## src/core/smmc_pkg.sv

```systemverilog
// constants, types and helpers for the stepper motion mode controller
// Function
// - fourteen operating modes, one chosen per profile
// - relative or absolute move to target position
// - internal reference run at minimum speed only
// - external reference run stops on switch
// - speed mode ramps start to maximum, holds
// - speed inputs change target speed on the fly
// - flag mode: speed, then latched-distance move
// - one step per external clock, given direction
// - clock-direction variants add reference runs
// - analog command sets speed and direction
// - analog level sets servo target position
// - analog level sets torque limit
// - answer only own address, up to 254
// - six inputs with selectable polarity
// - frame 8N1 at default 19200 baud
// - 50 kHz clock input, 25 kHz internal
package smmc_pkg;

    ////////////////////////////////////////////////////////////////////////////
    localparam int unsigned CLK_HZ        = 32'h0131_2D00;
    localparam logic [15:0] STEP_MAX_HZ   = 16'h61A8;
    localparam int unsigned CD_MAX_HZ     = 32'h0000_C350;
    localparam logic [15:0] CD_MIN_GAP_CYC = 16'((CLK_HZ + CD_MAX_HZ - 32'h0000_0001) / CD_MAX_HZ);
    localparam int unsigned RAMP_TICK_US  = 32'h0000_03E8;
    localparam int unsigned RAMP_TICK_CYC = CLK_HZ / 32'h000F_4240 * RAMP_TICK_US;
    localparam int unsigned ACC_W         = 32'h0000_0018;
    localparam logic [15:0] HZ_SCALE      = 16'(64'h0000_0100_0000_0000 / 64'(CLK_HZ));
    localparam int unsigned BAUD_DEFAULT  = 32'h0000_4B00;
    localparam int unsigned BIT_CYC       = CLK_HZ / BAUD_DEFAULT;
    localparam logic [3:0]  FRAME_DATA_BITS = 4'h8;
    localparam logic [7:0]  ADDR_MIN      = 8'h01;
    localparam logic [7:0]  ADDR_MAX      = 8'hFE;
    localparam logic [11:0] JOY_DEAD      = 12'h040;
    localparam logic [15:0] ANALOG_HZ_GAIN = 16'h000C;
    localparam logic [4:0]  APOS_SHIFT    = 5'h04;
    localparam logic [11:0] TORQUE_FULL   = 12'hFFF;
    localparam logic [15:0] RST_HZ        = 16'h0000;
    localparam logic [31:0] RST_POS       = 32'h0000_0000;

    // input positions after polarity
    localparam int unsigned IN_EN    = 32'h0000_0000;
    localparam int unsigned IN_SEL   = 32'h0000_0001;
    localparam int unsigned IN_CDLIM = 32'h0000_0003;
    localparam int unsigned IN_TRIG  = 32'h0000_0004;
    localparam int unsigned IN_CDDIR = 32'h0000_0004;
    localparam int unsigned IN_SW    = 32'h0000_0005;

    ////////////////////////////////////////////////////////////////////////////
    typedef enum logic [3:0] {
        MD_REL      = 4'h0,
        MD_ABS      = 4'h1,
        MD_IREF     = 4'h2,
        MD_EREF     = 4'h3,
        MD_SPEED    = 4'h4,
        MD_FLAG     = 4'h5,
        MD_CD_LEFT  = 4'h6,
        MD_CD_RIGHT = 4'h7,
        MD_CD_IREF  = 4'h8,
        MD_CD_EREF  = 4'h9,
        MD_ANALOG   = 4'hA,
        MD_JOY      = 4'hB,
        MD_APOS     = 4'hC,
        MD_TORQUE   = 4'hD
    } smmc_mode_e;

    typedef enum logic [1:0] {
        ST_IDLE = 2'b00,
        ST_REF  = 2'b01,
        ST_RUN  = 2'b10,
        ST_POS  = 2'b11
    } smmc_state_e;

    typedef struct packed {
        smmc_mode_e         mode;
        logic [15:0]        start_hz;
        logic [15:0]        max_hz;
        logic [15:0]        ramp_hz;
        logic signed [31:0] target;
        logic               ref_dir;
        logic [5:0]         in_pol;
    } smmc_cfg_s;

    typedef struct packed {
        logic               busy;
        logic               ref_done;
        logic signed [31:0] position;
        logic [11:0]        torque_limit;
    } smmc_stat_s;

    ////////////////////////////////////////////////////////////////////////////
    function automatic logic [15:0] clamp_hz(input logic [15:0] hz);
        clamp_hz = (hz > STEP_MAX_HZ) ? STEP_MAX_HZ : hz;
    endfunction

    function automatic logic [11:0] analog_mag(input logic signed [11:0] a);
        analog_mag = a[11] ? 12'(-a) : 12'(a);
    endfunction

endpackage

```

## src/core/smmc_input_pol.sv

```systemverilog
// polarity correction for the six digital control inputs
`timescale 1ns/1ps
`default_nettype none
module smmc_input_pol
(
    input  wire logic       clk,
    input  wire logic       rst,
    input  wire logic       ce,
    input  wire logic [5:0] raw,
    input  wire logic [5:0] pol,
    output var  logic [5:0] act
);
    logic [5:0] next_act;

    always_comb
    begin
        next_act = ~(raw ^ pol);
        if (!ce)
        begin
            next_act = act;
        end
    end

    always_ff @(posedge clk)
    begin
        if (rst)
        begin
            act <= 6'h00;
        end
        else
        begin
            act <= next_act;
        end
    end
endmodule // smmc_input_pol
`default_nettype wire

```

## src/core/smmc_step_gen.sv

```systemverilog
// phase accumulator that turns a rate in hertz into step pulses
`timescale 1ns/1ps
`default_nettype none
module smmc_step_gen
(
    input  wire logic        clk,
    input  wire logic        rst,
    input  wire logic        ce,
    input  wire logic [15:0] hz,
    output var  logic        step
);
    localparam int unsigned W = smmc_pkg::ACC_W;
    logic [W-1:0] acc;
    logic [W-1:0] next_acc;
    logic         next_step;
    logic [31:0]  prod;
    logic [W:0]   sum;

    always_comb
    begin
        prod      = 32'(smmc_pkg::clamp_hz(hz)) * 32'(smmc_pkg::HZ_SCALE);
        sum       = {1'b0, acc} + (W + 1)'(prod[31:16]);
        next_acc  = acc;
        next_step = 1'b0;
        if (ce && hz != smmc_pkg::RST_HZ)
        begin
            next_acc  = sum[W-1:0];
            next_step = sum[W];
        end
        else if (!ce)
        begin
            next_step = step;
        end
    end

    always_ff @(posedge clk)
    begin
        if (rst)
        begin
            acc  <= '0;
            step <= 1'b0;
        end
        else
        begin
            acc  <= next_acc;
            step <= next_step;
        end
    end
endmodule // smmc_step_gen
`default_nettype wire

```

## src/core/smmc_top.sv

```systemverilog
// motion mode controller: mode sequencing, ramps, position and step output
`timescale 1ns/1ps
`default_nettype none
module smmc_top
#(
    parameter int unsigned RAMP_TICK_CYC = smmc_pkg::RAMP_TICK_CYC
)
(
    input  wire logic                CLK_SYS,
    input  wire logic                SYS_RST,
    input  wire logic                CLK_EN,
    input  wire logic                START,
    input  wire logic                STOP,
    input  wire smmc_pkg::smmc_cfg_s CFG,
    input  wire logic [5:0]          IN_RAW,
    input  wire logic signed [11:0]  ANALOG_IN,
    input  wire logic [7:0]          NODE_ADDR,
    input  wire logic [7:0]          FRAME_ADDR,
    input  wire logic                FRAME_ADDR_VALID,
    output var  logic                STEP,
    output var  logic                DIR,
    output var  smmc_pkg::smmc_stat_s STATUS,
    output var  logic                ADDR_MATCH
);
    ////////////////////////////////////////////////////////////////////////////
    smmc_pkg::smmc_state_e state;
    smmc_pkg::smmc_state_e next_state;
    logic signed [31:0]    pos;
    logic signed [31:0]    next_pos;
    logic signed [31:0]    tgt;
    logic signed [31:0]    next_tgt;
    logic [15:0]           cur_hz;
    logic [15:0]           next_hz;
    logic [31:0]           tick;
    logic [31:0]           next_tick;
    logic [15:0]           gap;
    logic [15:0]           next_gap;
    logic                  next_dir;
    logic                  next_step;
    logic                  ref_done;
    logic                  next_ref_done;
    logic                  cd_clk_q;
    logic                  trig_q;
    logic [11:0]           torque;
    logic [11:0]           next_torque;
    logic                  next_match;
    logic [5:0]            act;
    logic                  gen_step;
    logic [15:0]           gen_hz;
    logic                  want;
    logic                  ramp_now;
    logic                  is_cd;
    logic                  no_ramp;
    logic [11:0]           mag;
    logic [15:0]           run_hz;

    ////////////////////////////////////////////////////////////////////////////
    function automatic logic [15:0] ramp_to(input logic [15:0] cur, input logic [15:0] goal,
                                            input logic [15:0] inc);
        logic [16:0] up;
        logic [16:0] dn;
        up = {1'b0, cur} + {1'b0, inc};
        dn = {1'b0, cur} - {1'b0, inc};
        if (cur < goal)
        begin
            ramp_to = (up[15:0] > goal || up[16]) ? goal : up[15:0];
        end
        else if (cur > goal)
        begin
            ramp_to = (dn[15:0] < goal || dn[16]) ? goal : dn[15:0];
        end
        else
        begin
            ramp_to = cur;
        end
    endfunction

    function automatic logic [15:0] speed_pick(input logic [15:0] top, input logic [3:0] sel);
        logic [31:0] p;
        p = 32'(top) * 32'(sel);
        speed_pick = (sel == 4'h0) ? top : p[19:4];
    endfunction

    ////////////////////////////////////////////////////////////////////////////
    smmc_input_pol u_pol
    (
        .clk (CLK_SYS),
        .rst (SYS_RST),
        .ce  (CLK_EN),
        .raw (IN_RAW),
        .pol (CFG.in_pol),
        .act (act)
    );

    smmc_step_gen u_gen
    (
        .clk  (CLK_SYS),
        .rst  (SYS_RST),
        .ce   (CLK_EN),
        .hz   (gen_hz),
        .step (gen_step)
    );

    ////////////////////////////////////////////////////////////////////////////
    always_comb
    begin
        next_state    = state;
        next_pos      = pos;
        next_tgt      = tgt;
        next_hz       = cur_hz;
        next_dir      = DIR;
        next_ref_done = ref_done;
        next_step     = 1'b0;
        gen_hz        = smmc_pkg::RST_HZ;
        want          = 1'b0;
        run_hz        = smmc_pkg::RST_HZ;
        ramp_now      = (tick == RAMP_TICK_CYC - 32'h0000_0001);
        next_tick     = ramp_now ? 32'h0000_0000 : tick + 32'h0000_0001;
        next_gap      = (gap < smmc_pkg::CD_MIN_GAP_CYC) ? gap + 16'h0001 : gap;
        is_cd         = CFG.mode inside {smmc_pkg::MD_CD_LEFT, smmc_pkg::MD_CD_RIGHT,
                                         smmc_pkg::MD_CD_IREF, smmc_pkg::MD_CD_EREF};
        no_ramp       = CFG.mode inside {smmc_pkg::MD_IREF, smmc_pkg::MD_CD_IREF};
        mag           = smmc_pkg::analog_mag(ANALOG_IN);
        next_torque   = (CFG.mode == smmc_pkg::MD_TORQUE) ? mag : smmc_pkg::TORQUE_FULL;
        next_match    = FRAME_ADDR_VALID && FRAME_ADDR == NODE_ADDR &&
                        NODE_ADDR >= smmc_pkg::ADDR_MIN && NODE_ADDR <= smmc_pkg::ADDR_MAX;

        case (state)
            smmc_pkg::ST_IDLE:
            begin
                if (START)
                begin
                    next_hz       = CFG.start_hz;
                    next_ref_done = 1'b0;
                    case (CFG.mode)
                        smmc_pkg::MD_REL:
                        begin
                            next_tgt   = pos + CFG.target;
                            next_state = smmc_pkg::ST_POS;
                        end
                        smmc_pkg::MD_ABS:
                        begin
                            next_tgt   = CFG.target;
                            next_state = smmc_pkg::ST_POS;
                        end
                        smmc_pkg::MD_IREF, smmc_pkg::MD_CD_IREF:
                        begin
                            next_tgt   = smmc_pkg::RST_POS;
                            next_state = smmc_pkg::ST_POS;
                        end
                        smmc_pkg::MD_EREF, smmc_pkg::MD_CD_EREF:
                        begin
                            next_state = smmc_pkg::ST_REF;
                        end
                        smmc_pkg::MD_APOS:
                        begin
                            next_state = smmc_pkg::ST_POS;
                        end
                        default:
                        begin
                            next_state = smmc_pkg::ST_RUN;
                        end
                    endcase
                end
            end

            smmc_pkg::ST_REF:
            begin
                next_dir = CFG.ref_dir;
                if (act[is_cd ? smmc_pkg::IN_CDLIM : smmc_pkg::IN_SW])
                begin
                    next_pos      = smmc_pkg::RST_POS;
                    next_ref_done = 1'b1;
                    next_state    = is_cd ? smmc_pkg::ST_RUN : smmc_pkg::ST_IDLE;
                end
                else
                begin
                    gen_hz = CFG.start_hz;
                    want   = gen_step;
                end
            end

            smmc_pkg::ST_POS:
            begin
                if (CFG.mode == smmc_pkg::MD_APOS)
                begin
                    next_tgt = 32'(ANALOG_IN) <<< smmc_pkg::APOS_SHIFT;
                end
                if (pos == tgt && CFG.mode != smmc_pkg::MD_APOS)
                begin
                    next_ref_done = no_ramp ? 1'b1 : ref_done;
                    next_state    = is_cd ? smmc_pkg::ST_RUN : smmc_pkg::ST_IDLE;
                end
                else if (pos != tgt)
                begin
                    next_dir = (tgt > pos);
                    if (no_ramp)
                    begin
                        next_hz = CFG.start_hz;
                    end
                    else if (ramp_now)
                    begin
                        next_hz = ramp_to(cur_hz, CFG.max_hz, CFG.ramp_hz);
                    end
                    gen_hz = cur_hz;
                    want   = gen_step;
                end
            end

            smmc_pkg::ST_RUN:
            begin
                if (is_cd)
                begin
                    if (act[smmc_pkg::IN_SW] && !cd_clk_q && act[smmc_pkg::IN_EN] &&
                        gap >= smmc_pkg::CD_MIN_GAP_CYC)
                    begin
                        next_dir = (CFG.mode == smmc_pkg::MD_CD_LEFT) ? !act[smmc_pkg::IN_CDDIR]
                                                                      : act[smmc_pkg::IN_CDDIR];
                        want     = 1'b1;
                        next_gap = 16'h0000;
                    end
                end
                else
                begin
                    case (CFG.mode)
                        smmc_pkg::MD_SPEED:
                        begin
                            run_hz   = speed_pick(CFG.max_hz, act[4:1]);
                            next_dir = act[smmc_pkg::IN_SW];
                        end
                        smmc_pkg::MD_FLAG:
                        begin
                            run_hz   = CFG.max_hz;
                            next_dir = !CFG.target[31];
                            if (act[smmc_pkg::IN_TRIG] && !trig_q)
                            begin
                                next_tgt   = pos + CFG.target;
                                next_state = smmc_pkg::ST_POS;
                            end
                        end
                        smmc_pkg::MD_ANALOG, smmc_pkg::MD_JOY:
                        begin
                            run_hz   = (CFG.mode == smmc_pkg::MD_JOY && mag < smmc_pkg::JOY_DEAD)
                                       ? smmc_pkg::RST_HZ
                                       : 16'(32'(mag) * 32'(smmc_pkg::ANALOG_HZ_GAIN));
                            next_dir = !ANALOG_IN[11];
                        end
                        default:
                        begin
                            run_hz   = CFG.max_hz;
                            next_dir = act[smmc_pkg::IN_SW];
                        end
                    endcase
                    if (CFG.mode != smmc_pkg::MD_FLAG && !act[smmc_pkg::IN_EN])
                    begin
                        next_hz = CFG.start_hz;
                    end
                    else
                    begin
                        if (ramp_now)
                        begin
                            next_hz = ramp_to(cur_hz, smmc_pkg::clamp_hz(run_hz), CFG.ramp_hz);
                        end
                        gen_hz = (run_hz == smmc_pkg::RST_HZ) ? smmc_pkg::RST_HZ : cur_hz;
                        want   = gen_step;
                    end
                end
            end

            default:
            begin
                next_state = smmc_pkg::ST_IDLE;
            end
        endcase

        if (STOP)
        begin
            next_state = smmc_pkg::ST_IDLE;
            want       = 1'b0;
        end

        if (want)
        begin
            next_step = 1'b1;
            next_pos  = next_dir ? next_pos + 32'sh0000_0001 : next_pos - 32'sh0000_0001;
        end
    end


    ////////////////////////////////////////////////////////////////////////////
    always_ff @(posedge CLK_SYS)
    begin
        if (SYS_RST)
        begin
            state    <= smmc_pkg::ST_IDLE;
            pos      <= smmc_pkg::RST_POS;
            tgt      <= smmc_pkg::RST_POS;
            cur_hz   <= smmc_pkg::RST_HZ;
            tick     <= 32'h0000_0000;
            gap      <= 16'h0000;
            DIR      <= 1'b0;
            STEP     <= 1'b0;
            ref_done <= 1'b0;
            cd_clk_q <= 1'b0;
            trig_q   <= 1'b0;
            torque   <= smmc_pkg::TORQUE_FULL;
            ADDR_MATCH <= 1'b0;
        end
        else if (CLK_EN)
        begin
            state    <= next_state;
            pos      <= next_pos;
            tgt      <= next_tgt;
            cur_hz   <= next_hz;
            tick     <= next_tick;
            gap      <= next_gap;
            DIR      <= next_dir;
            STEP     <= next_step;
            ref_done <= next_ref_done;
            cd_clk_q <= act[smmc_pkg::IN_SW];
            trig_q   <= act[smmc_pkg::IN_TRIG];
            torque   <= next_torque;
            ADDR_MATCH <= next_match;
        end
    end

    always_comb
    begin
        STATUS.busy         = (state != smmc_pkg::ST_IDLE);
        STATUS.ref_done     = ref_done;
        STATUS.position     = pos;
        STATUS.torque_limit = torque;
    end
endmodule // smmc_top
`default_nettype wire

```

## config.mk

```make
export PLATFORM = sky130hd
export DESIGN_NAME = smmc_top
export DESIGN_NICKNAME = d
export VERILOG_FILES = /design/src/core/smmc_pkg.sv /design/src/core/smmc_input_pol.sv /design/src/core/smmc_step_gen.sv /design/src/core/smmc_top.sv
export SDC_FILE = /design/constraint.sdc
export NUM_CORES = 1
export LEC_CHECK = 0
export ABC_AREA = 1
export BUFFER_PORTS_ARGS = -buffer_cell sky130_fd_sc_hd__buf_4
export CELL_PAD_IN_SITES_DETAIL_PLACEMENT = 0
export CELL_PAD_IN_SITES_GLOBAL_PLACEMENT = 2
export CORE_ASPECT_RATIO = 1.25
export CORE_MARGIN = 2
export CORE_UTILIZATION = 32
export CTS_CLUSTER_DIAMETER = 50
export DETAILED_ROUTE_END_ITERATION = 7
export HOLD_SLACK_MARGIN = 0.03
export PLACE_DENSITY = 0.86
export SKIP_CTS_REPAIR_TIMING = 1
export SLEW_MARGIN = 15
export SYNTH_ARGS = -nofsm -noshare
export SYNTH_HDL_FRONTEND = slang
export SYNTH_SLANG_ARGS = --single-unit
```

## constraint.sdc

```tcl
create_clock -name CLK_SYS -period 12.93 [get_ports CLK_SYS]
set_clock_uncertainty 0.15 [all_clocks]
set_input_delay 1.293 -clock CLK_SYS [delete_from_list [all_inputs] [get_ports CLK_SYS]]
set_output_delay 1.293 -clock CLK_SYS [all_outputs]
set_load 0.01 [all_outputs]
```

==> results of run 1 <==
-- flip-flops by register name, indices dropped and copies added, names as in the netlist --
| signal | cells |
|---|---|
| pos | 32 |
| tgt | 32 |
| tick | 32 |
| u_gen.acc | 24 |
| cur_hz | 16 |
| gap | 16 |
| torque | 12 |
| u_pol.act | 6 |
| state | 2 |
| ADDR_MATCH | 1 |
| DIR | 1 |
| STEP | 1 |
| cd_clk_q | 1 |
| ref_done | 1 |
| trig_q | 1 |
| u_gen.step | 1 |
-- cells in the mapped netlist (all sizes together), types with 9 or more instances --
| master | count |
|---|---|
| inv | 763 |
| nand2 | 726 |
| a21oi | 472 |
| ha | 404 |
| o21ai | 308 |
| nor2 | 231 |
| nand3 | 182 |
| dfxtp | 179 |
| fa | 160 |
| clkbuf | 102 |
| xor2 | 92 |
| nor3 | 58 |
| nand4 | 43 |
| a31oi | 34 |
| o211ai | 34 |
| nor4 | 31 |
| xnor2 | 29 |
| o21bai | 23 |
| buf | 21 |
| o21a | 20 |
| a211oi | 13 |
| a221oi | 13 |
| o221ai | 12 |
| o22ai | 12 |
| or2 | 9 |
-- cell usage in the layout, fill, tap and decap left out, drive strengths merged, types with 6 or more instances in the layout --
cell type | synthesis | routed
nand4 | 43 | 43
dfxtp | 179 | 179
xor2 | 92 | 92
nand2 | 726 | 727
buf | 21 | 506
nor2 | 231 | 231
xnor2 | 29 | 29
a21oi | 472 | 472
o21a | 20 | 20
a211oi | 13 | 13
a221oi | 13 | 13
o211ai | 34 | 34
o21bai | 23 | 23
nor4 | 31 | 31
o221ai | 12 | 12
or2 | 9 | 9
ha | 404 | 404
inv | 763 | 765
o21ai | 308 | 308
a31oi | 34 | 34
clkinv | 4 | 8
o22ai | 12 | 12
a311oi | 6 | 6
fa | 160 | 160
clkbuf | 102 | 19
conb | 2 | 11
nand3 | 182 | 182
nor3 | 58 | 58
-- power by group through the flow --
| stage | registers, mW | logic [mW] | clock network, mW |
|---|---|---|---|
| after floorplan | 0.633 | 2.16 | 0 |
| after CTS | 0.649 | 3.47 | 0.587 |
| after detailed placement | 0.661 | 3.44 | 0 |
| after global placement | 0.661 | 3.41 | 0 |
| final | 0.650 | 3.72 | 0.572 |
| after global routing | 0.654 | 4.19 | 0.609 |
-- cells by family after synthesis --
family                   synth area share
AND/OR/NAND/NOR                     0.204
other                            0.000274
XOR/XNOR                           0.0386
adder cells (fa/ha/maj)             0.301
buffers and inverters               0.124
flip-flops                          0.131
AO/OA/AOI/OAI                       0.201
-- per-layer routing --
layer	share of wire	wire, um	global-route usage	vias to the layer above
met4	0.034	3370	0.0778	12
met3	0.035	3410	0.0239	156
met5	0.00095	94	0	-
met1	0.42	41500	0.261	13000
met2	0.51	50200	0.407	521
li1	-	-	-	14200
-- final timing paths --
check,slack (ns),end,cells after the start,from
hold reg to reg,0.28,gap[13],2,gap[13]
setup reg to reg,0.71,u_gen.acc[21],67,u_pol.act[3]
hold / removal,0.28,gap[13],2,gap[13]
setup / recovery,0.50,u_gen.acc[21],65,CFG[66]
-- worst max-delay path: cells and delay by family --
kind            cells  cell delay (ns)
compound gates      9             1.13
xor+xnor            2             0.27
fa+ha+maj          11             4.98
buf+inv            18             1.93
simple gates       25             3.04
-- per-stage QoR --
step,util,power [mW]
floorplan,-,2.79
global placement,0.376,4.07
detailed placement,0.376,4.10
CTS,0.383,4.70
global route,0.395,5.45
finish,0.395,4.94
-- cell type report --
cell class,instances,share of cell area
Sequential cell,179,0.106
Inverter,767,0.0856
Antenna cell,1,0.0000743
Clock inverter,13,0.00546
Tap cell,1098,0.0408
Timing Repair Buffer,507,0.116
Multi-Input combinational cell,2986,0.633
Clock buffer,18,0.0127
==> metrics, run 1 <==
Placement Setup Slack -0.557 ns; dominant cell type by area after synthesis ha_1; setup tns final 0 ns; Buffers on Ports around 180; largest net degree at the start of global routing a little over 80; initial antenna violation count 7; Int Power between 2 and 3 mW; DIE WIDTH 266 um; Overflow after GRT 0; clock-pin slew on the worst setup and hold paths 0.07 ns; Placement Cell Area between 0.03 and 0.04 mm2; final count of negative-setup-slack endpoints 0; slowest CP cell fa_1; fraction of layout cells with a size suffix above 1 0.167; Synth top area share 0.184; # fillers between 9000 and 10000; CTS buffer count 17; final hold vios 0; via count between 20000 and 30000; HP Class flop to flop; CP Data Required Time ~13 ns; Post-synth EDFFs 0; CP Max Fanout 6; asr flop ratio synth 0; Final Wtd Congestion 0.960; Net Switching roughly 2.4 mW; vias per inst 5.01; Tot GR Track Use 0.221; Yosys cell types between 60 and 70; clock share of power 0.116; post-DP HPWL about 80000 um; critical path class input port to flop; worst-case clock buffer depth 2; Multi-input gate area between 0.02 and 0.025 mm2; H-tree levels 4; Startpoint Class input port; Highest Clock Rate around 80 MHz; relative slew slack 0.275; clk sinks about 180; Finished Layout Cells 5569; final period demand of the worst path 12.43 ns; CP Data Arrival Time approximately 13 ns; Post-DRT Antenna Nets 0; final instance area between 0.03 and 0.04 mm2; synthesized area approximately 0.027 mm2; nets between 5000 and 6000; sequential share of the synthesized area 0.131; vias in the first global route roughly 28000; sequential power share 0.132; slew at the pin closest to its max-slew limit around 1.1 ns; Wirelength per Cell about 18 um; outcome complete, no violations; io pins 180; Initial Util 0.322; Reg area about 0.0036 mm2; Worst-Skew Late Latency approximately 0.47 ns; Logic pwr share 0.753; First-pass DRT Iterations 5; WL final slightly below 100000 um; CTS root buf clkbuf_16; DR iter-0 viols about 1300; first-pass GRT wire length about 150000 um; fin crit share 0.961; area grow syn2layout 22.9%; leakage power total between 15 and 20 nW; core area around 0.085 mm2; Rows 120; Syn Area/Cell 6.78 um2; Mapped Cells around 4000; Yosys reg bits between 150 and 200; CTS tree built; die area between 0.08 and 0.09 mm2; largest cells by area after synthesis ha_1 18%, dfxtp_1 13%, fa_1 12%; pwr/cell area 147 mW/mm2; Hold Slack 0.278 ns; Yosys Warn Count 0; setup ws final 0.500 ns; worst vdd ir about 0.0002 V; Max Cap Viol 0; sw frac 0.486; DRC Markers 0; CP Capture Type flop; Placed Cells 5522; slowest stage delay, CP approximately 0.54 ns; Max Slew Vio Count 0; Die Y 331 um; Most used DFF post-synth dfxtp_1
No activity file was read; power rests on OpenSTA's default activity.
==> run 2: changes to the inputs <==
Settings changed: CORE_ASPECT_RATIO 1.25 to 2, CORE_MARGIN 2 to 4.
==> metrics, run 2 (same netlist as run 1, synthesis figures left out) <==
biggest regs pos x32, tgt x32, tick x32; vias per inst 5.15 (+2.6%); via count 28800 (+3.2%); Buffers on Ports 179 (unchanged); Reg-to-Reg End u_gen.acc[19]; largest net degree at the start of global routing 83 (unchanged); CP Max Fanout 7 (+1); CTS root buf clkbuf_16; worst-case clock buffer depth 2 (unchanged); clock-pin slew on the worst setup and hold paths 0.08 ns (about the same); final hold vios 0 (unchanged); fin crit share 0.974 (+0.0124); Overflow after GRT 0 (unchanged); H-tree levels 4 (unchanged); fraction of layout cells with a size suffix above 1 0.186 (+0.0194); setup ws final 0.340 ns (-0.160 ns); vias in the first global route 29200 (+5.1%); CP delay by family, top adder cells; Worst-Skew Late Latency 0.48 ns (about the same); DIE WIDTH 215 um (-19%); post-DP HPWL 92100 um (+15%); slowest stage delay, CP 0.56 ns (+0.02 ns); Max Cap Viol 0 (unchanged); pwr/cell area 147 mW/mm2 (about the same); First-pass DRT Iterations 5 (unchanged); slew at the pin closest to its max-slew limit 1.17 ns (+0.0904 ns); clk sinks 179 (unchanged); Placed Cells 5534 (+0.22%); RSZ-0062 raised after global routing yes; CP bufs+invs 15 (-3); WHS Endpoint gap[14]; Max Slew Vio Count 0 (unchanged); relative slew slack 0.215 (-0.0595); outcome complete, no violations; HP Class flop to flop; FF-to-FF setup slack 0.61 ns (-0.10 ns); DR iter-0 viols 1372 (+3.2%); Highest Clock Rate 79.4 MHz (-1.3%); die area 0.0907 mm2 (+3.0%); first-pass GRT wire length 167000 um (+8.2%); leakage power total 17.8 nW (+1.7%); final count of negative-setup-slack endpoints 0 (unchanged); Post-DRT Antenna Nets 0 (unchanged); Initial Util 0.323 (+0.00171); core area 0.0848 mm2 (-0.53%); Startpoint Class input port; WL final 112000 um (+13%); slowest CP cell fa_1; setup tns final 0 ns (unchanged); nets 5208 (+1.1%); DRC Markers 0 (unchanged); CP Data Required Time 13.18 ns (about the same); Tot GR Track Use 0.237 (+0.0163); commonest non-fill, non-tap cell in the layout inv_1; final period demand of the worst path 12.59 ns (+0.160 ns); RR Startpoint u_pol.act[4]; Rows 151 (+26%); Die Y 422 um (+27%); io pins 180 (unchanged); worst vdd ir 0.000156 V (-24%); final core occ 0.405 (+0.00977); CP Capture Type flop; critical path class input port to flop; Hold Crit Start gap[14]; CTS tree built; reg2reg path depth 69 (+3.0%); initial antenna violation count 7 (unchanged); most frequent cells in the layout 719 x inv_1, 670 x nand2_1, 540 x buf_4, 444 x a21oi_1, 382 x ha_1; CTS buffer count 17 (unchanged); Final Wtd Congestion 1.04 (+8.6%); area grow syn2layout 25.3%; total power 5.04 mW (+1.9%); Hold Crit Depth 2 (unchanged); Placement Setup Slack -0.889 ns (-0.332 ns); Finished Layout Cells 5600 (+0.56%); CP Data Arrival Time 12.84 ns (+0.16 ns); Wirelength per Cell 19.9 um (+13%)
-- run 2: area by class of cell --
class,count,area [um2]
Antenna cell,3,7.51
Clock buffer,17,425
Clock inverter,15,181
Fill cell,8986,50500
Inverter,767,2890
Multi-Input combinational cell,2986,21600
Sequential cell,179,3580
Tap cell,1071,1340
Timing Repair Buffer,562,4350
-- run 2: worst max-delay path by stage --
stage,startpoint,endpoint,slack (ns),cells after the start
after detailed placement,CFG[57],u_gen.acc[19],-0.89,64
after CTS,CFG[57],u_gen.acc[19],-0.45,68
after global routing,CFG[64],u_gen.acc[21],-0.11,70
after global placement,CFG[64],u_gen.acc[19],-0.75,70
final,CFG[57],u_gen.acc[19],0.34,66
after floorplan,CFG[58],u_gen.acc[19],0.19,68
-- run 2: where the power goes --
group / internal [mW] / total [mW] / switching [mW]
Clock: 0.278 / 0.566 / 0.288
Sequential: 0.594 / 0.647 / 0.0526
Combinational: 1.64 / 3.82 / 2.18
-- run 2: through the flow --
step / hold slack (ns) / cell area, um2
floorplan: 0.258 / 27500
global route: 0.302 / 34300
CTS: 0.283 / 32900
detailed placement: 0.270 / 32300
finish: 0.281 / 34400
global placement: 0.265 / 32300
-- run 2: worst register-to-register path: cells and delay by family, from the launching register on --
family	cells	cell delay [ns]
fa+ha+maj	11	4.48
simple gates	26	3.01
compound gates	13	1.91
buf+inv	16	1.66
xor+xnor	3	0.53
flops	1	0.47
-- run 2: layer usage --
layer,vias up,global-route usage,share of wire
met5,-,0,0.00037
met4,6,0.154,0.077
met3,288,0.0300,0.034
met2,659,0.469,0.54
met1,13600,0.225,0.34
li1,14300,-,-
